### config.mk
export PLATFORM = sky130hd
export DESIGN_NAME = mwlc_top
export DESIGN_NICKNAME = d
export VERILOG_FILES = /design/src/hdl/mwlc_pkg.sv /design/src/hdl/mwlc_top.sv /design/src/hdl/mwlc_tick_div.sv
export SDC_FILE = /design/constraint.sdc
export NUM_CORES = 1
export LEC_CHECK = 0
export ABC_CLOCK_PERIOD_IN_PS = 11400
export CORE_AREA = 2 2 124 114
export CTS_CLUSTER_DIAMETER = 80
export DETAILED_ROUTE_END_ITERATION = 8
export DIE_AREA = 0 0 126 116
export DONT_BUFFER_PORTS = 1
export PLACE_DENSITY = 0.67
export SYNTH_ARGS = -nofsm -noshare
export SYNTH_HDL_FRONTEND = slang
export SYNTH_SLANG_ARGS = --single-unit
### constraint.sdc
create_clock -name CLOCK -period 11.4 [get_ports CLOCK]
set_input_delay 2.28 -clock CLOCK [delete_from_list [all_inputs] [get_ports CLOCK]]
set_output_delay 2.28 -clock CLOCK [all_outputs]
set_load 0.005 [all_outputs]
### src/hdl/mwlc_pkg.sv
// Purpose: shared constants for the mouse wake and indicator control slice
// Assumes: 25 MHz system clock, 8-bit register port
// Notes: all timing derives from one slow tick of 1/128 second
package mwlc_pkg;
  // ************************************************************
  // register offsets
  // ************************************************************
  localparam logic [7:0] MWLC_OFF_TEST = 8'h5A;
  localparam logic [7:0] MWLC_OFF_DCI = 8'h5B;
  localparam logic [7:0] MWLC_OFF_MWC = 8'h5C;
  localparam logic [7:0] MWLC_OFF_LED = 8'h5D;
  // ************************************************************
  // reset values and field layout
  // ************************************************************
  localparam logic [7:0] MWLC_TEST_RST = 8'h00;
  localparam logic [7:0] MWLC_TEST_WMASK = 8'h23;
  localparam logic [5:0] MWLC_DCI_RST = 6'h0C;
  localparam logic MWLC_SPIN_RST = 1'b0;
  localparam logic [6:0] MWLC_MWC_RST = 7'h00;
  localparam logic [1:0] MWLC_LED_RST = 2'h0;
  localparam logic [6:0] MWLC_SYNC_RST = 7'h0F;
  localparam int MWLC_SEL_LSB = 2;
  localparam int MWLC_SWAP_BIT = 6;
  localparam int MWLC_LOCK_BIT = 7;
  localparam int MWLC_SPIN_BIT = 7;
  // ************************************************************
  // wake select codes and indicator modes
  // ************************************************************
  localparam logic [2:0] MWLC_SEL_ANY = 3'h0;
  localparam logic [2:0] MWLC_SEL_LEFT = 3'h1;
  localparam logic [2:0] MWLC_SEL_RIGHT = 3'h2;
  localparam logic [2:0] MWLC_SEL_ONE = 3'h3;
  localparam logic [2:0] MWLC_SEL_DBL_L = 3'h5;
  localparam logic [2:0] MWLC_SEL_DBL_R = 3'h6;
  localparam logic [1:0] MWLC_LED_OFF = 2'h0;
  localparam logic [1:0] MWLC_LED_1HZ = 2'h1;
  localparam logic [1:0] MWLC_LED_HALF = 2'h2;
  localparam logic [1:0] MWLC_LED_ON = 2'h3;
  // ************************************************************
  // timing
  // ************************************************************
  localparam int MWLC_CLK_NS = 40;
  localparam int MWLC_TICK_NS = 7812500;
  localparam int MWLC_TICK_CYCLES = MWLC_TICK_NS / MWLC_CLK_NS;
  localparam int MWLC_STEP_NS = 85937500;
  localparam int MWLC_STEP_TICKS = MWLC_STEP_NS / MWLC_TICK_NS;
  localparam int MWLC_HALF_S_NS = 500000000;
  localparam int MWLC_HALF_TICKS = MWLC_HALF_S_NS / MWLC_TICK_NS;
  localparam int MWLC_SPIN_NS = 2000000000;
  localparam logic [8:0] MWLC_SPIN_TICKS = 9'(MWLC_SPIN_NS / MWLC_TICK_NS);
  localparam logic [1:0] MWLC_IDLE_TICKS = 2'h2;
  localparam logic [3:0] MWLC_FRAME_BITS = 4'hA;
  // ************************************************************
  // types
  // ************************************************************
  typedef enum logic {MWLC_DC_IDLE, MWLC_DC_ARMED} mwlc_dc_t;
endpackage

### src/hdl/mwlc_top.sv
// Purpose: mouse wake select, port swap, double click, spinup and indicator control
// Assumes: SYS_RST is the battery reset; other resets arrive as pins
// Notes: pins are open drain; output enables are active low
// Functional notes
// - test register bits 2-4,6,7 read only, zero on battery reset
// - six-bit double click interval, steps of 0.0859375 s
// - two clicks must fall within the interval to count as double
// - double click register bit 6 always reads zero
// - bit 7 set skips spinup delay, clear waits two seconds
// - interval bits writable only while the wake lock is clear
// - double click register resets to 0x0C on battery reset
// - select codes 0-3 choose any event, left, right or any click
// - codes 5 and 6 wake on left or right double click
// - wake control bit 5 always reads zero
// - swap bit exchanges keyboard and mouse ports
// - lock bit cleared by every reset
// - other wake control bits clear only on battery reset
// - lock set makes wake control read only until reset
// - indicator modes off, on, and 1 Hz half duty blink
// - mode 2 blinks 0.5 s on 1.5 s off; standby reset clears mode
`timescale 1ns/1ns
module mwlc_top
  import mwlc_pkg::*;
#(
  parameter int TICK_CYCLES = MWLC_TICK_CYCLES
) (
  input wire logic CLOCK,
  input wire logic SYS_RST,
  input wire logic STBY_POR,
  input wire logic MAIN_POR,
  input wire logic PCI_RST,
  input wire logic [7:0] ADDR,
  input wire logic [7:0] WDATA,
  input wire logic WR,
  input wire logic RD,
  output logic [7:0] RDATA,
  input wire logic KBD_CLK_IN,
  input wire logic KBD_DAT_IN,
  input wire logic MSE_CLK_IN,
  input wire logic MSE_DAT_IN,
  output logic KBD_CLK_OUT,
  output logic KBD_DAT_OUT,
  output logic MSE_CLK_OUT,
  output logic MSE_DAT_OUT,
  output logic KBD_CLK_OE_N,
  output logic KBD_DAT_OE_N,
  output logic MSE_CLK_OE_N,
  output logic MSE_DAT_OE_N,
  input wire logic CTL_KCLK_LOW,
  input wire logic CTL_KDAT_LOW,
  input wire logic CTL_MCLK_LOW,
  input wire logic CTL_MDAT_LOW,
  output logic CTL_KCLK,
  output logic CTL_KDAT,
  output logic CTL_MCLK,
  output logic CTL_MDAT,
  output logic PME_WAKE,
  output logic SPINUP_READY,
  output logic INDICATOR_ONE
);
  // ************************************************************
  // synchronisers and slow tick
  // ************************************************************
  localparam int NSYNC = 7;
  logic [NSYNC-1:0] sync1_reg;
  logic [NSYNC-1:0] sync2_reg;
  logic tick;
  logic stby_s, main_s, pci_s;
  logic kclk_s, kdat_s, mclk_s, mdat_s;

  initial begin
    if (TICK_CYCLES < 2) begin
      $error("tick cycles must be at least two");
    end
  end

  // two flops on every pin input; stage one feeds stage two only
  always_ff @(posedge CLOCK or posedge SYS_RST) begin
    if (SYS_RST) begin
      sync1_reg <= MWLC_SYNC_RST; // link lines idle high, resets low
      sync2_reg <= MWLC_SYNC_RST;
    end else begin
      sync1_reg <= {STBY_POR, MAIN_POR, PCI_RST, KBD_CLK_IN, KBD_DAT_IN,
                    MSE_CLK_IN, MSE_DAT_IN};
      sync2_reg <= sync1_reg;
    end
  end
  assign {stby_s, main_s, pci_s, kclk_s, kdat_s, mclk_s, mdat_s} = sync2_reg;

  mwlc_tick_div #(.CYCLES(TICK_CYCLES)) u_tick (
    .clk(CLOCK),
    .rst(SYS_RST),
    .tick(tick)
  );

  // ************************************************************
  // register file
  // ************************************************************
  logic [7:0] test_reg;
  logic [5:0] dci_reg;
  logic spin_skip_reg;
  logic [6:0] mwc_reg;
  logic lock_reg;
  logic [1:0] led_mode_reg;
  logic [7:0] rdata_reg;
  logic [7:0] rdata_next;
  logic [2:0] sel;
  logic swap;

  assign sel = mwc_reg[MWLC_SEL_LSB +: 3];
  assign swap = mwc_reg[MWLC_SWAP_BIT];

  function automatic logic hit(input logic [7:0] a, input logic [7:0] off);
    hit = (a == off);
  endfunction

  // test register keeps only its factory bits, battery reset only
  always_ff @(posedge CLOCK or posedge SYS_RST) begin
    if (SYS_RST) begin
      test_reg <= MWLC_TEST_RST;
    end else if (WR && hit(ADDR, MWLC_OFF_TEST)) begin
      test_reg <= WDATA & MWLC_TEST_WMASK;
    end
  end

  // interval field, locked by the wake lock; spinup bit always writable
  always_ff @(posedge CLOCK or posedge SYS_RST) begin
    if (SYS_RST) begin
      dci_reg <= MWLC_DCI_RST;
      spin_skip_reg <= MWLC_SPIN_RST;
    end else if (WR && hit(ADDR, MWLC_OFF_DCI)) begin
      if (!lock_reg) begin
        dci_reg <= WDATA[5:0];
      end
      spin_skip_reg <= WDATA[MWLC_SPIN_BIT];
    end
  end

  // wake control body survives every reset but the battery one
  always_ff @(posedge CLOCK or posedge SYS_RST) begin
    if (SYS_RST) begin
      mwc_reg <= MWLC_MWC_RST;
    end else if (WR && hit(ADDR, MWLC_OFF_MWC) && !lock_reg) begin
      mwc_reg <= {WDATA[6], 1'b0, WDATA[4:0]};
    end
  end

  // lock is set by software and cleared only by a reset
  always_ff @(posedge CLOCK or posedge SYS_RST) begin
    if (SYS_RST) begin
      lock_reg <= 1'b0;
    end else if (stby_s || main_s || pci_s) begin
      lock_reg <= 1'b0;
    end else if (WR && hit(ADDR, MWLC_OFF_MWC) && !lock_reg) begin
      lock_reg <= WDATA[MWLC_LOCK_BIT];
    end
  end

  // indicator mode, cleared by battery and standby resets
  always_ff @(posedge CLOCK or posedge SYS_RST) begin
    if (SYS_RST) begin
      led_mode_reg <= MWLC_LED_RST;
    end else if (stby_s) begin
      led_mode_reg <= MWLC_LED_RST;
    end else if (WR && hit(ADDR, MWLC_OFF_LED)) begin
      led_mode_reg <= WDATA[1:0];
    end
  end

  // read mux; reserved bits and unmapped offsets read zero
  always_comb begin
    rdata_next = 8'h00;
    if (hit(ADDR, MWLC_OFF_TEST)) begin
      rdata_next = test_reg;
    end else if (hit(ADDR, MWLC_OFF_DCI)) begin
      rdata_next = {spin_skip_reg, 1'b0, dci_reg};
    end else if (hit(ADDR, MWLC_OFF_MWC)) begin
      rdata_next = {lock_reg, mwc_reg[6], 1'b0, mwc_reg[4:0]};
    end else if (hit(ADDR, MWLC_OFF_LED)) begin
      rdata_next = {6'h00, led_mode_reg};
    end
  end

  // read data stand for the one cycle after the strobe
  always_ff @(posedge CLOCK or posedge SYS_RST) begin
    if (SYS_RST) begin
      rdata_reg <= 8'h00;
    end else if (RD) begin
      rdata_reg <= rdata_next;
    end else begin
      rdata_reg <= 8'h00;
    end
  end
  assign RDATA = rdata_reg;

  // ************************************************************
  // port swap routing
  // ************************************************************
  logic [3:0] ctl_in_reg;
  logic [3:0] oe_n_reg;
  logic [3:0] pin_out_reg;
  logic mouse_clk, mouse_dat;

  assign mouse_clk = swap ? kclk_s : mclk_s;
  assign mouse_dat = swap ? kdat_s : mdat_s;

  // controller sees the ports exchanged when swapped
  always_ff @(posedge CLOCK or posedge SYS_RST) begin
    if (SYS_RST) begin
      ctl_in_reg <= 4'hF;
      oe_n_reg <= 4'hF;
      pin_out_reg <= 4'h0;
    end else if (swap) begin
      ctl_in_reg <= {mclk_s, mdat_s, kclk_s, kdat_s};
      oe_n_reg <= {~CTL_MCLK_LOW, ~CTL_MDAT_LOW, ~CTL_KCLK_LOW, ~CTL_KDAT_LOW};
      pin_out_reg <= 4'h0;
    end else begin
      ctl_in_reg <= {kclk_s, kdat_s, mclk_s, mdat_s};
      oe_n_reg <= {~CTL_KCLK_LOW, ~CTL_KDAT_LOW, ~CTL_MCLK_LOW, ~CTL_MDAT_LOW};
      pin_out_reg <= 4'h0;
    end
  end
  assign {CTL_KCLK, CTL_KDAT, CTL_MCLK, CTL_MDAT} = ctl_in_reg;
  assign {KBD_CLK_OE_N, KBD_DAT_OE_N, MSE_CLK_OE_N, MSE_DAT_OE_N} = oe_n_reg;
  assign {KBD_CLK_OUT, KBD_DAT_OUT, MSE_CLK_OUT, MSE_DAT_OUT} = pin_out_reg;

  // ************************************************************
  // mouse packet decoder
  // ************************************************************
  logic mclk_prev_reg;
  logic [3:0] bit_cnt_reg;
  logic [10:0] shift_reg;
  logic [1:0] idle_reg;
  logic [1:0] byte_idx_reg;
  logic [2:0] btn_reg;
  logic [2:0] btn_new_reg;
  logic moved_reg;
  logic pkt_done_reg;
  logic fall;
  logic [7:0] rx_byte;

  assign fall = mclk_prev_reg && !mouse_clk;
  assign rx_byte = shift_reg[9:2];

  // frames are sampled on falling mouse clock; idle gaps resync
  always_ff @(posedge CLOCK or posedge SYS_RST) begin
    if (SYS_RST) begin
      mclk_prev_reg <= 1'b1;
      bit_cnt_reg <= 4'h0;
      shift_reg <= 11'h000;
      idle_reg <= 2'h0;
      byte_idx_reg <= 2'h0;
      btn_new_reg <= 3'h0;
      moved_reg <= 1'b0;
      pkt_done_reg <= 1'b0;
    end else begin
      mclk_prev_reg <= mouse_clk;
      pkt_done_reg <= 1'b0;
      if (fall) begin
        idle_reg <= 2'h0;
        shift_reg <= {mouse_dat, shift_reg[10:1]};
        if (bit_cnt_reg == MWLC_FRAME_BITS) begin
          bit_cnt_reg <= 4'h0;
          if (byte_idx_reg == 2'h0) begin
            if (rx_byte[3]) begin
              btn_new_reg <= rx_byte[2:0];
              moved_reg <= 1'b0;
              byte_idx_reg <= 2'h1;
            end
          end else begin
            if (rx_byte != 8'h00) begin
              moved_reg <= 1'b1;
            end
            if (byte_idx_reg == 2'h2) begin
              byte_idx_reg <= 2'h0;
              pkt_done_reg <= 1'b1;
            end else begin
              byte_idx_reg <= 2'h2;
            end
          end
        end else begin
          bit_cnt_reg <= bit_cnt_reg + 1'b1;
        end
      end else if (tick) begin
        if (idle_reg == MWLC_IDLE_TICKS) begin
          bit_cnt_reg <= 4'h0;
          byte_idx_reg <= 2'h0;
        end else begin
          idle_reg <= idle_reg + 1'b1;
        end
      end
    end
  end

  // ************************************************************
  // wake event selection and double click window
  // ************************************************************
  logic [2:0] press;
  logic [9:0] win_reg;
  logic [9:0] win_load;
  mwlc_dc_t dc_state_reg;
  logic wake_reg;
  logic click_sel;
  logic dbl_mode;

  assign press = btn_new_reg & ~btn_reg;
  assign win_load = 10'(dci_reg * MWLC_STEP_TICKS);
  assign dbl_mode = (sel == MWLC_SEL_DBL_L) || (sel == MWLC_SEL_DBL_R);
  assign click_sel = (sel == MWLC_SEL_DBL_L) ? press[0] : press[1];

  // remembered button state between packets
  always_ff @(posedge CLOCK or posedge SYS_RST) begin
    if (SYS_RST) begin
      btn_reg <= 3'h0;
    end else if (pkt_done_reg) begin
      btn_reg <= btn_new_reg;
    end
  end

  // single events and double-click tracking
  always_ff @(posedge CLOCK or posedge SYS_RST) begin
    if (SYS_RST) begin
      wake_reg <= 1'b0;
      win_reg <= 10'h000;
      dc_state_reg <= MWLC_DC_IDLE;
    end else begin
      wake_reg <= 1'b0;
      if (tick && win_reg != 10'h000) begin
        win_reg <= win_reg - 1'b1;
      end
      if (!dbl_mode || (dc_state_reg == MWLC_DC_ARMED && win_reg == 10'h000) ||
          (WR && hit(ADDR, MWLC_OFF_MWC) && !lock_reg)) begin
        dc_state_reg <= MWLC_DC_IDLE;
      end
      if (pkt_done_reg) begin
        case (sel)
          MWLC_SEL_ANY: wake_reg <= (press != 3'h0) || moved_reg;
          MWLC_SEL_LEFT: wake_reg <= press[0];
          MWLC_SEL_RIGHT: wake_reg <= press[1];
          MWLC_SEL_ONE: wake_reg <= (press != 3'h0);
          MWLC_SEL_DBL_L, MWLC_SEL_DBL_R: begin
            if (click_sel) begin
              case (dc_state_reg)
                MWLC_DC_IDLE: begin
                  win_reg <= win_load;
                  dc_state_reg <= (win_load != 10'h000) ? MWLC_DC_ARMED : MWLC_DC_IDLE;
                end
                MWLC_DC_ARMED: begin
                  wake_reg <= 1'b1;
                  win_reg <= 10'h000;
                  dc_state_reg <= MWLC_DC_IDLE;
                end
                default: dc_state_reg <= MWLC_DC_IDLE;
              endcase
            end
          end
          default: wake_reg <= 1'b0;
        endcase
      end
    end
  end
  assign PME_WAKE = wake_reg;

  // ************************************************************
  // spinup delay and indicator
  // ************************************************************
  logic [8:0] spin_cnt_reg;
  logic spin_done_reg;
  logic [7:0] phase_reg;
  logic led_reg;

  // standby reset restarts the spinup wait
  always_ff @(posedge CLOCK or posedge SYS_RST) begin
    if (SYS_RST) begin
      spin_cnt_reg <= 9'h000;
      spin_done_reg <= 1'b0;
    end else if (stby_s) begin
      spin_cnt_reg <= 9'h000;
      spin_done_reg <= 1'b0;
    end else if (!spin_done_reg) begin
      if (spin_skip_reg || spin_cnt_reg == MWLC_SPIN_TICKS) begin
        spin_done_reg <= 1'b1;
      end else if (tick) begin
        spin_cnt_reg <= spin_cnt_reg + 1'b1;
      end
    end
  end
  assign SPINUP_READY = spin_done_reg;

  // phase counts ticks over a two-second period
  always_ff @(posedge CLOCK or posedge SYS_RST) begin
    if (SYS_RST) begin
      phase_reg <= 8'h00;
    end else if (tick) begin
      phase_reg <= phase_reg + 1'b1;
    end
  end

  // indicator drive from mode and phase
  always_ff @(posedge CLOCK or posedge SYS_RST) begin
    if (SYS_RST) begin
      led_reg <= 1'b0;
    end else begin
      case (led_mode_reg)
        MWLC_LED_OFF: led_reg <= 1'b0;
        MWLC_LED_1HZ: led_reg <= !phase_reg[6];
        MWLC_LED_HALF: led_reg <= (phase_reg[7:6] == 2'h0);
        MWLC_LED_ON: led_reg <= 1'b1;
        default: led_reg <= 1'b0;
      endcase
    end
  end
  assign INDICATOR_ONE = led_reg;
endmodule

### src/hdl/mwlc_tick_div.sv
// Purpose: divides the system clock down to a one-cycle slow tick
// Assumes: CYCLES is at least 2
// Notes: tick_reg is high for one clock every CYCLES clocks
`timescale 1ns/1ns
module mwlc_tick_div #(
  parameter int CYCLES = 195312
) (
  input wire logic clk,
  input wire logic rst,
  output logic tick
);
  localparam int CW = $clog2(CYCLES);
  logic [CW-1:0] cnt_reg;
  logic tick_reg;

  initial begin
    if (CYCLES < 2) begin
      $error("tick divider needs at least two cycles");
    end
  end

  // free-running count that wraps at CYCLES
  always_ff @(posedge clk or posedge rst) begin
    if (rst) begin
      cnt_reg <= '0;
      tick_reg <= 1'b0;
    end else if (cnt_reg == CW'(CYCLES - 1)) begin
      cnt_reg <= '0;
      tick_reg <= 1'b1;
    end else begin
      cnt_reg <= cnt_reg + 1'b1;
      tick_reg <= 1'b0;
    end
  end

  assign tick = tick_reg;
endmodule

After elaboration in Yosys (flattened, before gate mapping)
Cells that the tools add are included.
- word-level logic and storage cells: 169
- bits of input ports: 31
- register bits: 127
- output and inout port bits: 23
- mux-type cells: 60
- add/sub/neg operators: 6
- multiply operators: 1
- eq/ne operators: 23
- reductions and logical operators: 42
- bitwise operators: 8
- operators with widths (kind ; count):
    $mux W10 ; 4
    $mux W9 ; 4
    $eq A8 B7 Y1 const B ; 4
    $mux W8 ; 4
    $mux W2 ; 13
    $mux W1 ; 24
    $mux W4 ; 6
    $pmux W10 S2 ; 1
    $reduce_bool A10 Y1 ; 2
    $add A18 B1 Y18 const B ; 1
    $eq A18 B18 Y1 const B ; 1
    $mux W18 ; 1
    $reduce_and A4 Y1 ; 3
    $reduce_bool A2 Y1 ; 6
    $logic_not A10 Y1 ; 1
    $mul A6 B4 Y10 const B ; 1
    $sub A10 B1 Y10 const B ; 1
    $add A9 B1 Y9 const B ; 1
    $eq A9 B9 Y1 const B ; 1
    $add A8 B1 Y8 const B ; 1
    $eq A2 B2 Y1 const B ; 4
    $logic_and A1 B1 Y1 ; 8
    $ne A2 B2 Y1 const B ; 4
    $reduce_bool A8 Y1 ; 1
    other kinds (23) ; 43

Longest topological paths before layout
Gate-level depths: netlist of the first run.
- word-level depth: 9
- depth in mapped cells: 11
- mapped depth without buffers: 11

Hierarchy
A second synthesis of the first run with hierarchy kept.
- cells, all modules: 556
- area, all modules: 6040.8 um2
- modules (own cells, without submodules) (module ; sequential area each (um2) ; cells an instance ; times used ; area each (um2)):
    mwlc_top ; 2650.0 ; 470 ; 1 ; 5129.9
    mwlc_tick_div ; 475.5 ; 86 ; 1 ; 910.9

Worst setup path before layout of the first run
Ideal clock, no wire load.
- path type: input to register
- from: in ADDR[5]
- to: reg dci_reg[0]
- stages: 7
- path buffers: 2
- setup time: 125 ps
- setup slack: 7520 ps
- data arrival time: 3755 ps
- data required time: 11275 ps
- path through: nand3b_1 -> nor3b_1 -> and4b_1 -> buf_2 -> nand2b_1 -> clkbuf_1 -> mux2_2
- longest elaborated chain between the ends: 3
- RTL lines (element ; line ; text):
    from (decl) ; mwlc_top.sv:32 ; input wire logic [7:0] ADDR,
    $eq A8 B7 Y1 ; mwlc_top.sv:114 ; hit = (a == off);
    $logic_and A1 B1 Y1 ; mwlc_top.sv:131 ; end else if (WR && hit(ADDR, MWLC_OFF_DCI)) begin
    $reduce_and A2 Y1 (no line) ; -- ;
    to (signal assigned) ; mwlc_top.sv:133 ; dci_reg <= WDATA[5:0];
    to (decl) ; mwlc_top.sv:100 ; logic [5:0] dci_reg;
No other way between the ends.
A chain may end at the register's enable or synchronous reset.

Final worst setup path of the first run
- from: in ADDR[5]
- to: reg lock_reg
- longest elaborated chain between the ends: 4
- RTL lines (element ; line ; text):
    $eq A8 B7 Y1 ; mwlc_top.sv:114 ;
    $logic_and A1 B1 Y1 (2 in a row) ; mwlc_top.sv:154 ; end else if (WR && hit(ADDR, MWLC_OFF_MWC) && !lock_reg) begin
    $reduce_bool A2 Y1 (no line) ; -- ;
    to (signal assigned) ; mwlc_top.sv:155 ; lock_reg <= WDATA[MWLC_LOCK_BIT];
    to (decl) ; mwlc_top.sv:103 ; logic lock_reg;
No other way between the ends.

==> impl_metrics.prom, run 1 <==
# TYPE chip_impl_metric gauge
chip_impl_info{name="run_status",value="complete, no violations"} 1
chip_impl_info{name="critical_path.top_delay_family",value="simple AND/OR/NAND/NOR gates"} 1
chip_impl_metric{name="yosys_register_bits",unit=""} 124
chip_impl_info{name="hold_path_startpoint",value="sync1_reg[6]"} 1
chip_impl_metric{name="timing.final.crit_share",unit="%"} 33.67
chip_impl_metric{name="cts_hold_repair.buffers",unit=""} 0
chip_impl_metric{name="postCtsSetupBuffers",unit=""} 0
chip_impl_metric{name="fin_crit",unit="ns"} 3.838
chip_impl_metric{name="largest_register_ffs",unit=""} 18
chip_impl_metric{name="detailed_place_hpwl",unit="µm"} 7619
chip_impl_info{name="timing.critical_path.to_type",value="flip-flop"} 1
chip_impl_info{name="grt_setup_unrepaired",value="no"} 1
chip_impl_info{name="cts_tree",value="built"} 1
chip_impl_info{name="layout_commonest_cell",value="dfrtp_1"} 1
chip_impl_metric{name="num-nets-final",unit=""} 611
chip_impl_metric{name="antennaDiodeCount",unit=""} 0
chip_impl_info{name="timing.rr.start",value="dci_reg[1]"} 1
chip_impl_metric{name="maximum_achievable_frequency",unit="MHz"} 260.5
chip_impl_metric{name="post_synth_instance_area",unit="µm²"} 5874
chip_impl_info{name="worst-setup-path-type",value="in2reg"} 1
chip_impl_metric{name="drive_gt1_share",unit="%"} 14.51
chip_impl_metric{name="timing.slew.headroom",unit="%"} 41.08
chip_impl_metric{name="power_density",unit="nW/µm²"} 167.1
chip_impl_metric{name="clock-sinks",unit=""} 124
chip_impl_metric{name="placed_cell_count",unit=""} 701
chip_impl_info{name="most-common-layout-cells",value="dfrtp_1, nand2_1, nor2_1, mux2_2"} 1
chip_impl_metric{name="num_vias",unit=""} 3900
chip_impl_metric{name="row_count",unit=""} 40
chip_impl_metric{name="vdd.ir_drop.worst",unit="µV"} 109.6
chip_impl_metric{name="max_fanout_on_critical_path",unit=""} 7
chip_impl_metric{name="timing.reg2reg.setup_slack",unit="ns"} 8.26
chip_impl_info{name="slowest_stage",value="nor3b_1"} 1
chip_impl_metric{name="worst_clock_skew",unit="ns"} 0.007085
chip_impl_metric{name="cap_violations",unit=""} 0
chip_impl_metric{name="cp_data_required_time",unit="ns"} 11.70
chip_impl_metric{name="worstPathBufferInverterCount",unit=""} 0
chip_impl_metric{name="design_area",unit="µm²"} 6679
chip_impl_metric{name="critPathArrivalTime",unit="ns"} 4.14
chip_impl_metric{name="die_h",unit="µm"} 116
chip_impl_metric{name="clkLatencyLatePin",unit="ns"} 0.41
chip_impl_metric{name="io_pins",unit=""} 54
chip_impl_metric{name="final-setup-viol-count",unit=""} 0
chip_impl_metric{name="drt_pass_1_iters",unit=""} 5
chip_impl_metric{name="grt_pass1_vias",unit=""} 3800
chip_impl_metric{name="synth_cell_type_count",unit=""} 49
chip_impl_metric{name="detail_route.wirelength",unit="µm"} 11040
chip_impl_metric{name="finish.cell_count_without_fillers",unit=""} 733
chip_impl_metric{name="ctsResizeCount",unit=""} 0
chip_impl_metric{name="initialDrtViolationCount",unit=""} 328
chip_impl_metric{name="post_synth_inst_count",unit=""} 547
chip_impl_metric{name="final.setup.worst_slack",unit="ns"} 7.562
chip_impl_metric{name="synth_sequential_area_ratio",unit="%"} 53.21
chip_impl_metric{name="antenna_violations_before_repair",unit=""} 0
chip_impl_info{name="root_buffer",value="clkbuf_16"} 1
chip_impl_metric{name="dp_slack",unit="ns"} 7.228
chip_impl_info{name="critical_path.most_common_cell",value="nor3b_1"} 1
chip_impl_metric{name="wl_per_cell",unit="µm"} 15.06
chip_impl_metric{name="vias_cell",unit=""} 5.321
chip_impl_metric{name="fin_setup_tns",unit="ns"} 0
chip_impl_metric{name="area_growth_from_synthesis_to_layout",unit="%"} 13.70
chip_impl_info{name="critical_path.cell_chain",value="nand3b_1 > nor3b_1 > nor3b_1 > a31oi_1 > nor4_1"} 1
chip_impl_metric{name="rr_worst_depth",unit=""} 9
chip_impl_metric{name="fp.coreArea",unit="µm²"} 13210
chip_impl_metric{name="worst_path_largest_cell_delay",unit="ns"} 0.67
chip_impl_metric{name="synth.avg_cell_area",unit="µm²"} 10.74
chip_impl_metric{name="path_depth",unit=""} 5
chip_impl_metric{name="grt_use_total",unit="%"} 16.31
chip_impl_metric{name="clockBufferDepth",unit=""} 2
chip_impl_info{name="crit_path_start",value="ADDR[5]"} 1
chip_impl_metric{name="dpl-instance-area",unit="µm²"} 6025
chip_impl_info{name="cp-endpoint",value="lock_reg"} 1
chip_impl_metric{name="final_antenna_net_count",unit=""} 0
chip_impl_info{name="holdCritPathClass",value="reg2reg"} 1
chip_impl_metric{name="place_congestion",unit=""} 0.8815
chip_impl_metric{name="worst_slew_pin_slew",unit="ns"} 0.8838
chip_impl_metric{name="synth-edff-count",unit=""} 0
chip_impl_metric{name="p_total",unit="mW"} 1.116
chip_impl_metric{name="drv_slew",unit=""} 0
chip_impl_metric{name="final_hold_viol_count",unit=""} 0
chip_impl_metric{name="die_x",unit="µm"} 126
chip_impl_metric{name="p_leak",unit="nW"} 3.108
chip_impl_metric{name="initial_utilization",unit="%"} 44.46
chip_impl_metric{name="async_flop_share",unit="%"} 100.0
chip_impl_metric{name="cts_htree_levels",unit=""} 4
chip_impl_info{name="timing.rr.end",value="dc_state_reg"} 1
chip_impl_info{name="synth_ff_type",value="dfrtp_1"} 1
chip_impl_metric{name="globalRouteOverflowTotal",unit=""} 0
chip_impl_metric{name="wire_length_of_the_first_global_routing_pass",unit="µm"} 18600
chip_impl_info{name="startpoint_type",value="primary input"} 1
chip_impl_metric{name="ys.warnings.count",unit=""} 0
chip_impl_metric{name="drc_markers",unit=""} 0
chip_impl_metric{name="clk_pin_slew",unit="ns"} 0.06
chip_impl_metric{name="die_area",unit="µm²"} 14620
chip_impl_metric{name="cts_inserted_buffers",unit=""} 17
chip_impl_metric{name="largest_net_degree_at_the_start_of_global_routing",unit=""} 74
chip_impl_metric{name="numPortBuffers",unit=""} 0
==> metal layers <==
| metal | track usage [%] | share of wire [%] | vias to the layer above |
|---|---|---|---|
| li1 | - | - | 1895 |
| met1 | 21.19 | 46 | 1892 |
| met2 | 25.23 | 45 | 94 |
| met3 | 5.309 | 5.6 | 19 |
| met4 | 7.179 | 2.5 | 0 |
| met5 | 0 | 0 | - |
==> cells in the mapped netlist, types with 3 or more instances <==
| master | instances | share of area [%] |
|---|---|---|
| dfrtp_1 | 106 | 45 |
| nand2_1 | 61 | 3.9 |
| nor2_1 | 47 | 3.0 |
| mux2_2 | 28 | 5.4 |
| inv_1 | 26 | 1.7 |
| a21oi_1 | 25 | 2.1 |
| ha_1 | 25 | 5.3 |
| o21ai_0 | 20 | 1.7 |
| xnor2_1 | 19 | 2.8 |
| dfstp_2 | 18 | 8.1 |
| xor2_1 | 17 | 2.5 |
| clkbuf_1 | 13 | 0.83 |
| nand4_1 | 13 | 1.4 |
| mux2i_1 | 12 | 2.0 |
| nand3_1 | 11 | 0.94 |
| nor2b_1 | 11 | 1.2 |
| and3_1 | 10 | 1.1 |
| nand2b_1 | 9 | 0.96 |
| a22oi_1 | 7 | 0.89 |
| or3_1 | 7 | 0.75 |
| a211oi_1 | 5 | 0.64 |
| and2_1 | 5 | 0.53 |
| nor3_1 | 5 | 0.43 |
| nor4_1 | 5 | 0.53 |
| a31oi_1 | 4 | 0.43 |
| buf_4 | 4 | 0.51 |
| fa_1 | 3 | 1.0 |
| nor3b_1 | 3 | 0.38 |
| o31ai_1 | 3 | 0.38 |
==> how the worst min path moves through the flow <==
stage | endpoint | slack (ns) | cells after the start
floorplan | sync2_reg[4] | 0.33 | 0
detailed placement | sync2_reg[6] | 0.34 | 0
global placement | sync2_reg[6] | 0.33 | 0
CTS | sync2_reg[6] | 0.35 | 0
finish | sync2_reg[6] | 0.35 | 0
global route | sync2_reg[6] | 0.35 | 0
==> stage by stage <==
step,utilization [%],hold WS [ns]
after floorplan,-,0.3312
after global placement,45.60,0.3337
after detailed placement,45.60,0.3372
after CTS,50.55,0.3500
after global routing,50.55,0.3544
final,50.55,0.3487
==> area by class of cell <==
type	instances	area (µm²)
tap	168	210.2
clock inverter	14	215.2
sequential	124	3126
clock buffer	18	439.2
inverter	26	100.1
timing repair buffer	2	15.01
fill	1141	6534
multi-input combinational	381	2574
==> cell families (layout without fill, tap and decap cells) <==
logic type / after synthesis / after routing / synth area share [%]
AOI/OAI and AO/OA: 74 / 74 / 7.497
xor gates and xnor gates: 36 / 36 / 5.367
adders and majority gates: 28 / 28 / 6.347
buffers and inverters: 45 / 60 / 3.174
DFF: 124 / 124 / 53.21
muxes: 40 / 40 / 7.412
other: 1 / 4 / 0.06384
and+or+nand+nor: 199 / 199 / 16.93
==> power breakdown <==
group | total (mW) | leakage, nW | switching, mW | internal (mW)
Combinational | 0.0486 | 1.16 | 0.0293 | 0.0193
Clock | 0.591 | 0.318 | 0.197 | 0.394
Sequential | 0.477 | 1.63 | 0.0163 | 0.460
Total | 1.12 | 3.11 | 0.242 | 0.874
(Power assumes the default switching activity.)
==> run 2: changes to the inputs <==
--- a/config.mk
+++ b/config.mk
@@ -5,7 +5,7 @@
 export SDC_FILE = /design/constraint.sdc
 export NUM_CORES = 1
 export LEC_CHECK = 0
-export ABC_CLOCK_PERIOD_IN_PS = 11400
+export ABC_CLOCK_PERIOD_IN_PS = 3900
 export CORE_AREA = 2 2 124 114
 export CTS_CLUSTER_DIAMETER = 80
 export DETAILED_ROUTE_END_ITERATION = 8
==> constraint.sdc (replaced) <==
create_clock -name CLOCK -period 3.9 [get_ports CLOCK]
set_input_delay 0.78 -clock CLOCK [delete_from_list [all_inputs] [get_ports CLOCK]]
set_output_delay 0.78 -clock CLOCK [all_outputs]
set_load 0.005 [all_outputs]
==> run 2 against run 1 <==
Clock-buffer cell count shrank 1. Hold slack gained 0.0017 ns. Cell count grew 0.14%. Cell area grew 0.13%. Critical path depth grew 6. Sequential cell count is the same. Sequential share of layout area shrank 0.061 points. Largest cell class unchanged.
==> impl_metrics.prom, run 2 (synthesized netlist as in run 1, its figures left out) <==
# TYPE chip_impl_metric gauge
chip_impl_metric{name="worst_path_largest_cell_delay",unit="ns"} 0.50
chip_impl_metric{name="area_growth_from_synthesis_to_layout",unit="%"} 13.84
chip_impl_metric{name="initialDrtViolationCount",unit=""} 364
chip_impl_info{name="critical_path.cell_chain",value="ha_1 > inv_1 > fa_1 > inv_1 > ha_1 > a21oi_1 > nor2b_1 > a311o_1 > a211oi_1 > a31oi_1 > o311a_1"} 1
chip_impl_metric{name="worst_clock_skew",unit="ns"} 0.008171
chip_impl_metric{name="wl_met1",unit="µm"} 5247
chip_impl_metric{name="io_pins",unit=""} 54
chip_impl_metric{name="clk_pin_slew",unit="ns"} 0.06
chip_impl_metric{name="critPathArrivalTime",unit="ns"} 3.47
chip_impl_metric{name="cap_violations",unit=""} 0
chip_impl_metric{name="drc_markers",unit=""} 0
chip_impl_metric{name="num-nets-final",unit=""} 612
chip_impl_metric{name="postCtsSetupBuffers",unit=""} 0
chip_impl_info{name="startpoint_type",value="flip-flop"} 1
chip_impl_metric{name="grt_pass1_vias",unit=""} 3907
chip_impl_metric{name="antenna_violations_before_repair",unit=""} 0
chip_impl_metric{name="wl_per_cell",unit="µm"} 15.43
chip_impl_metric{name="grt_use_total",unit="%"} 16.54
chip_impl_info{name="timing.critical_path.to_type",value="flip-flop"} 1
chip_impl_metric{name="cts_htree_levels",unit=""} 4
chip_impl_metric{name="numPortBuffers",unit=""} 0
chip_impl_info{name="holdCritPathClass",value="in2reg"} 1
chip_impl_metric{name="row_count",unit=""} 40
chip_impl_metric{name="met2_wirelength",unit="µm"} 5300
chip_impl_info{name="layout_commonest_cell",value="dfrtp_1"} 1
chip_impl_metric{name="detail_route.wirelength",unit="µm"} 11330
chip_impl_info{name="grt_setup_unrepaired",value="no"} 1
chip_impl_metric{name="final_antenna_net_count",unit=""} 0
chip_impl_info{name="timing.rr.start",value="dci_reg[4]"} 1
chip_impl_metric{name="antennaDiodeCount",unit=""} 0
chip_impl_metric{name="dp_slack",unit="ns"} 0.7813
chip_impl_metric{name="clockBufferDepth",unit=""} 2
chip_impl_info{name="root_buffer",value="clkbuf_16"} 1
chip_impl_metric{name="met3_length",unit="µm"} 541
chip_impl_info{name="worst-setup-path-type",value="reg2reg"} 1
chip_impl_metric{name="initial_utilization",unit="%"} 44.46
chip_impl_metric{name="place_congestion",unit=""} 0.8513
chip_impl_metric{name="final.setup.worst_slack",unit="ns"} 0.7376
chip_impl_info{name="highest-signal-layer",value="met4"} 1
chip_impl_metric{name="cp_data_required_time",unit="ns"} 4.20
chip_impl_metric{name="drv_slew",unit=""} 0
chip_impl_metric{name="clock-sinks",unit=""} 124
chip_impl_metric{name="wire_length_of_the_first_global_routing_pass",unit="µm"} 18850
chip_impl_metric{name="power_density",unit="nW/µm²"} 483.0
chip_impl_metric{name="ctsResizeCount",unit=""} 0
chip_impl_metric{name="drt_pass_1_iters",unit=""} 5
chip_impl_metric{name="timing.final.crit_share",unit="%"} 81.09
chip_impl_metric{name="largest_net_degree_at_the_start_of_global_routing",unit=""} 65
chip_impl_metric{name="max_fanout_on_critical_path",unit=""} 5
chip_impl_metric{name="clkLatencyLatePin",unit="ns"} 0.42
chip_impl_metric{name="drive_gt1_share",unit="%"} 15.02
chip_impl_metric{name="p_leak",unit="nW"} 3.097
chip_impl_metric{name="die_area",unit="µm²"} 14620
chip_impl_metric{name="num_vias",unit=""} 3950
chip_impl_metric{name="timing.slew.headroom",unit="%"} 39.20
chip_impl_metric{name="vdd.ir_drop.worst",unit="µV"} 273.3
chip_impl_info{name="slowest_stage",value="fa_1"} 1
chip_impl_info{name="hold_path_startpoint",value="KBD_DAT_IN"} 1
chip_impl_metric{name="maximum_achievable_frequency",unit="MHz"} 316.2
chip_impl_metric{name="final_worst_hold_slack",unit="ns"} 0.3503
chip_impl_metric{name="cts_hold_repair.buffers",unit=""} 0
chip_impl_metric{name="die_x",unit="µm"} 126
chip_impl_metric{name="fin_setup_tns",unit="ns"} 0
chip_impl_metric{name="cts_inserted_buffers",unit=""} 17
chip_impl_metric{name="final-setup-viol-count",unit=""} 0
chip_impl_metric{name="largest_register_ffs",unit=""} 18
chip_impl_metric{name="detailed_place_hpwl",unit="µm"} 7901
chip_impl_info{name="critical_path.top_delay_family",value="compound AO/OA/AOI/OAI gates"} 1
chip_impl_info{name="cts_tree",value="built"} 1
chip_impl_info{name="most-common-layout-cells",value="dfrtp_1, nand2_1, nor2_1, mux2_2"} 1
chip_impl_info{name="run_status",value="complete, no violations"} 1
chip_impl_metric{name="globalRouteOverflowTotal",unit=""} 0
chip_impl_metric{name="worstPathBufferInverterCount",unit=""} 2
chip_impl_info{name="crit_path_start",value="dci_reg[4]"} 1
chip_impl_metric{name="die_h",unit="µm"} 116
chip_impl_metric{name="worst_slew_pin_slew",unit="ns"} 0.9071
chip_impl_metric{name="fin_crit",unit="ns"} 3.162
chip_impl_metric{name="vias_cell",unit=""} 5.381
chip_impl_metric{name="fp.coreArea",unit="µm²"} 13210
chip_impl_metric{name="final_hold_viol_count",unit=""} 0
## run 2: changes by cell type in the layout (fill, tap and decap cells not counted), sizes merged
cell / delta
clkinvlp: +3
bufinv: -1
clkinv: -3
buf: +1
inv: +2
clkbuf: -1
## run 2: path summary, 6_finish.rpt
path	slack, ns	depth (start not counted)	to
worst max-delay path	0.74	11	dc_state_reg
worst min-delay path	0.35	0	sync1_reg[2]
worst max register to register	0.74	11	dc_state_reg
worst min register to register	0.35	0	sync2_reg[5]
max in group asynchronous	2.70	2	oe_n_reg[1]
min in group asynchronous	0.37	1	u_tick.cnt_reg[8]
## run 2: area by class of cell
cell class / instances / area [µm²]
Timing Repair Buffer: 3 / 35.03
Clock buffer: 17 / 425.4
Sequential cell: 124 / 3126
Inverter: 26 / 101.3
Tap cell: 168 / 210.2
Multi-Input combinational cell: 381 / 2579
Fill cell: 1149 / 6525
Clock inverter: 15 / 211.5
## run 2: where the power goes
part	internal, mW	switching (mW)	total [mW]
Sequential	1.34	0.0445	1.39
Clock	1.08	0.613	1.69
Combinational	0.0591	0.0877	0.147
## run 2: metrics by stage
| step | util [%] | power [mW] | cells | instance area (µm²) |
|---|---|---|---|---|
| after global routing | 50.62 | 3.358 | 734 | 6688 |
| final | 50.62 | 3.230 | 734 | 6688 |
| after detailed placement | 45.80 | 1.559 | 702 | 6051 |
| after floorplan | - | 1.518 | 550 | 5889 |
| after global placement | 45.80 | 1.549 | 702 | 6051 |
| after CTS | 50.62 | 3.258 | 734 | 6688 |
## run 2: layer usage
layer,vias up,GRT usage (%)
met2,94,25.13
met5,-,0
met1,1936,21.61
met4,0,7.253
met3,23,5.817
li1,1897,-
## run 2: worst register-to-register path, cell delays in order, from the launching register on
cell and delay, ns:
dfrtp_1 0.45, ha_1 0.31, inv_1 0.05, fa_1 0.50, inv_1 0.04, ha_1 0.36
a21oi_1 0.19, nor2b_1 0.06, a311o_1 0.39, a211oi_1 0.27, a31oi_1 0.08, o311a_1 0.35
==> run 3: changes to the inputs <==
--- a/config.mk
+++ b/config.mk
@@ -5,7 +5,7 @@
 export SDC_FILE = /design/constraint.sdc
 export NUM_CORES = 1
 export LEC_CHECK = 0
-export ABC_CLOCK_PERIOD_IN_PS = 3900
+export ABC_CLOCK_PERIOD_IN_PS = 3100
 export CORE_AREA = 2 2 124 114
 export CTS_CLUSTER_DIAMETER = 80
 export DETAILED_ROUTE_END_ITERATION = 8
==> constraint.sdc (replaced) <==
create_clock -name CLOCK -period 3.1 [get_ports CLOCK]
set_input_delay 0.62 -clock CLOCK [delete_from_list [all_inputs] [get_ports CLOCK]]
set_output_delay 0.62 -clock CLOCK [all_outputs]
set_load 0.005 [all_outputs]
==> run 3 against run 2 <==
Sequential cell count stayed put. Critical path depth shrank 2. Critical endpoint unchanged. Utilization grew 0.43 points. Routed wire length is 3.3% higher. Cell count rose by 1.2%. Via count rose by 2.0%. Clock skew grew 0.0033 ns.
==> impl_metrics.prom, run 3 (synthesized netlist as in run 1, its figures left out) <==
# TYPE chip_impl_metric gauge
chip_impl_info{name="layout_commonest_cell",value="dfrtp_1"} 1
chip_impl_metric{name="final_antenna_net_count",unit=""} 0
chip_impl_info{name="timing.critical_path.to_type",value="flip-flop"} 1
chip_impl_metric{name="worstPathBufferInverterCount",unit=""} 0
chip_impl_metric{name="antenna_violations_before_repair",unit=""} 0
chip_impl_metric{name="die_x",unit="µm"} 126
chip_impl_metric{name="multi_input_area",unit="µm²"} 2624
chip_impl_metric{name="num_vias",unit=""} 4030
chip_impl_info{name="most-common-layout-cells",value="dfrtp_1, nand2_1, nor2_1, mux2_2"} 1
chip_impl_info{name="cts_tree",value="built"} 1
chip_impl_metric{name="max_fanout_on_critical_path",unit=""} 3
chip_impl_metric{name="wire_length_of_the_first_global_routing_pass",unit="µm"} 19640
chip_impl_info{name="root_buffer",value="clkbuf_16"} 1
chip_impl_metric{name="worst_slew_pin_slew",unit="ns"} 0.8768
chip_impl_info{name="critical_path.most_common_cell",value="ha_4"} 1
chip_impl_metric{name="io_pins",unit=""} 54
chip_impl_info{name="worst-setup-path-type",value="reg2reg"} 1
chip_impl_metric{name="worst_path_largest_cell_delay",unit="ns"} 0.58
chip_impl_metric{name="largest_net_degree_at_the_start_of_global_routing",unit=""} 45
chip_impl_metric{name="initialDrtViolationCount",unit=""} 228
chip_impl_metric{name="clkLatencyLatePin",unit="ns"} 0.42
chip_impl_metric{name="grt_use_total",unit="%"} 17.07
chip_impl_metric{name="drc_markers",unit=""} 0
chip_impl_metric{name="placed_cell_count",unit=""} 709
chip_impl_metric{name="finish.cell_count_without_fillers",unit=""} 743
chip_impl_metric{name="drv_slew",unit=""} 0
chip_impl_metric{name="timing.final.crit_share",unit="%"} 99.34
chip_impl_metric{name="design_area",unit="µm²"} 6744
chip_impl_metric{name="num-nets-final",unit=""} 621
chip_impl_metric{name="cts_htree_levels",unit=""} 4
chip_impl_metric{name="die_area",unit="µm²"} 14620
chip_impl_metric{name="cts_inserted_buffers",unit=""} 17
chip_impl_metric{name="fin_crit",unit="ns"} 3.080
chip_impl_metric{name="clockBufferDepth",unit=""} 2
chip_impl_metric{name="numPortBuffers",unit=""} 0
chip_impl_metric{name="clock-sinks",unit=""} 124
chip_impl_metric{name="detail_route.wirelength",unit="µm"} 11700
chip_impl_metric{name="p_total",unit="mW"} 3.876
chip_impl_metric{name="globalRouteOverflowTotal",unit=""} 0
chip_impl_info{name="slowest_stage",value="fa_1"} 1
chip_impl_metric{name="final_util",unit="%"} 51.04
chip_impl_info{name="critical_path.cell_chain",value="ha_4 > fa_1 > ha_4 > nor2b_4 > o21a_1 > nor2_2 > xnor2_2 > or4_1 > o311a_1"} 1
chip_impl_metric{name="worst_clock_skew",unit="ns"} 0.01144
chip_impl_metric{name="detailed_place_hpwl",unit="µm"} 8009
chip_impl_metric{name="final_hold_viol_count",unit=""} 0
chip_impl_metric{name="cts_hold_repair.buffers",unit=""} 0
chip_impl_metric{name="maximum_achievable_frequency",unit="MHz"} 324.7
chip_impl_metric{name="layout.filler_cells",unit=""} 1163
chip_impl_metric{name="final.setup.worst_slack",unit="ns"} 0.02037
chip_impl_info{name="critical_path.top_delay_family",value="adder cells"} 1
chip_impl_info{name="startpoint_type",value="flip-flop"} 1
chip_impl_metric{name="cp_data_required_time",unit="ns"} 3.39
chip_impl_metric{name="drt_pass_1_iters",unit=""} 6
chip_impl_metric{name="antennaDiodeCount",unit=""} 0
chip_impl_metric{name="final-setup-viol-count",unit=""} 0
chip_impl_metric{name="largest_register_ffs",unit=""} 18
chip_impl_metric{name="initial_utilization",unit="%"} 44.46
chip_impl_metric{name="p_leak",unit="nW"} 3.132
chip_impl_metric{name="drive_gt1_share",unit="%"} 16.52
chip_impl_metric{name="final_worst_hold_slack",unit="ns"} 0.1998
chip_impl_metric{name="area_growth_from_synthesis_to_layout",unit="%"} 14.80
chip_impl_metric{name="vias_cell",unit=""} 5.424
chip_impl_metric{name="row_count",unit=""} 40
chip_impl_metric{name="regArea",unit="µm²"} 3126
chip_impl_metric{name="wl_per_cell",unit="µm"} 15.74
chip_impl_metric{name="grt_pass1_vias",unit=""} 4039
chip_impl_metric{name="dp_slack",unit="ns"} 0.02467
chip_impl_metric{name="cap_violations",unit=""} 0
chip_impl_metric{name="fp.coreArea",unit="µm²"} 13210
chip_impl_metric{name="vdd.ir_drop.worst",unit="µV"} 363.4
chip_impl_metric{name="place_congestion",unit=""} 0.8187
chip_impl_info{name="run_status",value="complete, no violations"} 1
chip_impl_metric{name="clk_pin_slew",unit="ns"} 0.05
chip_impl_metric{name="die_h",unit="µm"} 116
chip_impl_metric{name="timing.slew.headroom",unit="%"} 41.42
chip_impl_info{name="holdCritPathClass",value="in2reg"} 1
chip_impl_metric{name="dpl-instance-area",unit="µm²"} 6111
chip_impl_metric{name="power_density",unit="nW/µm²"} 574.8
chip_impl_metric{name="fin_setup_tns",unit="ns"} 0
chip_impl_metric{name="critPathArrivalTime",unit="ns"} 3.37
run 3: changes by cell type in the layout (fill, tap and decap cells not counted), sizes merged:
| cell | delta |
|---|---|
| clkbuf | +7 |
| inv | -5 |
| bufinv | -2 |
| clkinv | +2 |
| buf | +9 |
| clkinvlp | -2 |
run 3: final cells by class:
class | instances | area share (%)
tap | 168 | 3.117
timing repair buffer | 12 | 1.707
sequential | 124 | 46.35
inverter | 26 | 1.503
clock buffer | 24 | 6.994
clock inverter | 8 | 1.429
multi-input combinational | 381 | 38.91
run 3: final timing paths:
check / cells past startpoint / endpoint / slack (ns) / from
setup / recovery: 9 / dc_state_reg / 0.02 / dci_reg[3]
hold / removal: 0 / sync1_reg[3] / 0.20 / KBD_CLK_IN
setup reg to reg: 9 / dc_state_reg / 0.02 / dci_reg[3]
hold reg to reg: 0 / sync2_reg[6] / 0.35 / sync1_reg[6]
max in group asynchronous: 2 / dci_reg[2] / 2.11 / SYS_RST
min in group asynchronous: 1 / shift_reg[5] / 0.25 / SYS_RST
run 3: power breakdown:
| part | switching [mW] | leakage (nW) | internal, mW |
|---|---|---|---|
| logic | 0.124 | 1.23 | 0.0884 |
| clock network | 0.696 | 0.278 | 1.22 |
| registers | 0.0555 | 1.63 | 1.69 |
| total | 0.875 | 3.13 | 3.00 |
run 3: metal layers:
layer | wire [µm] | track usage [%] | vias to the layer above
met3 | 590 | 5.263 | 33
li1 | - | - | 1908
met5 | 0 | 0 | -
met2 | 5556 | 27.24 | 114
met1 | 5276 | 21.85 | 1975
met4 | 272 | 7.106 | 0
run 3: worst reg2reg max path, stage by stage (launching register included):
cell and delay [ns]:
dfstp_2 0.55, ha_4 0.20, fa_1 0.58, ha_4 0.22
nor2b_4 0.13, o21a_1 0.18, nor2_2 0.17, xnor2_2 0.10
or4_1 0.48, o311a_1 0.35
run 3: repair_timing:
item / 4_1_cts / 5_1_grt
setup endpoints to repair: 0 / 1
gates resized for setup: 0 / 8
setup buffers: 0 / 2
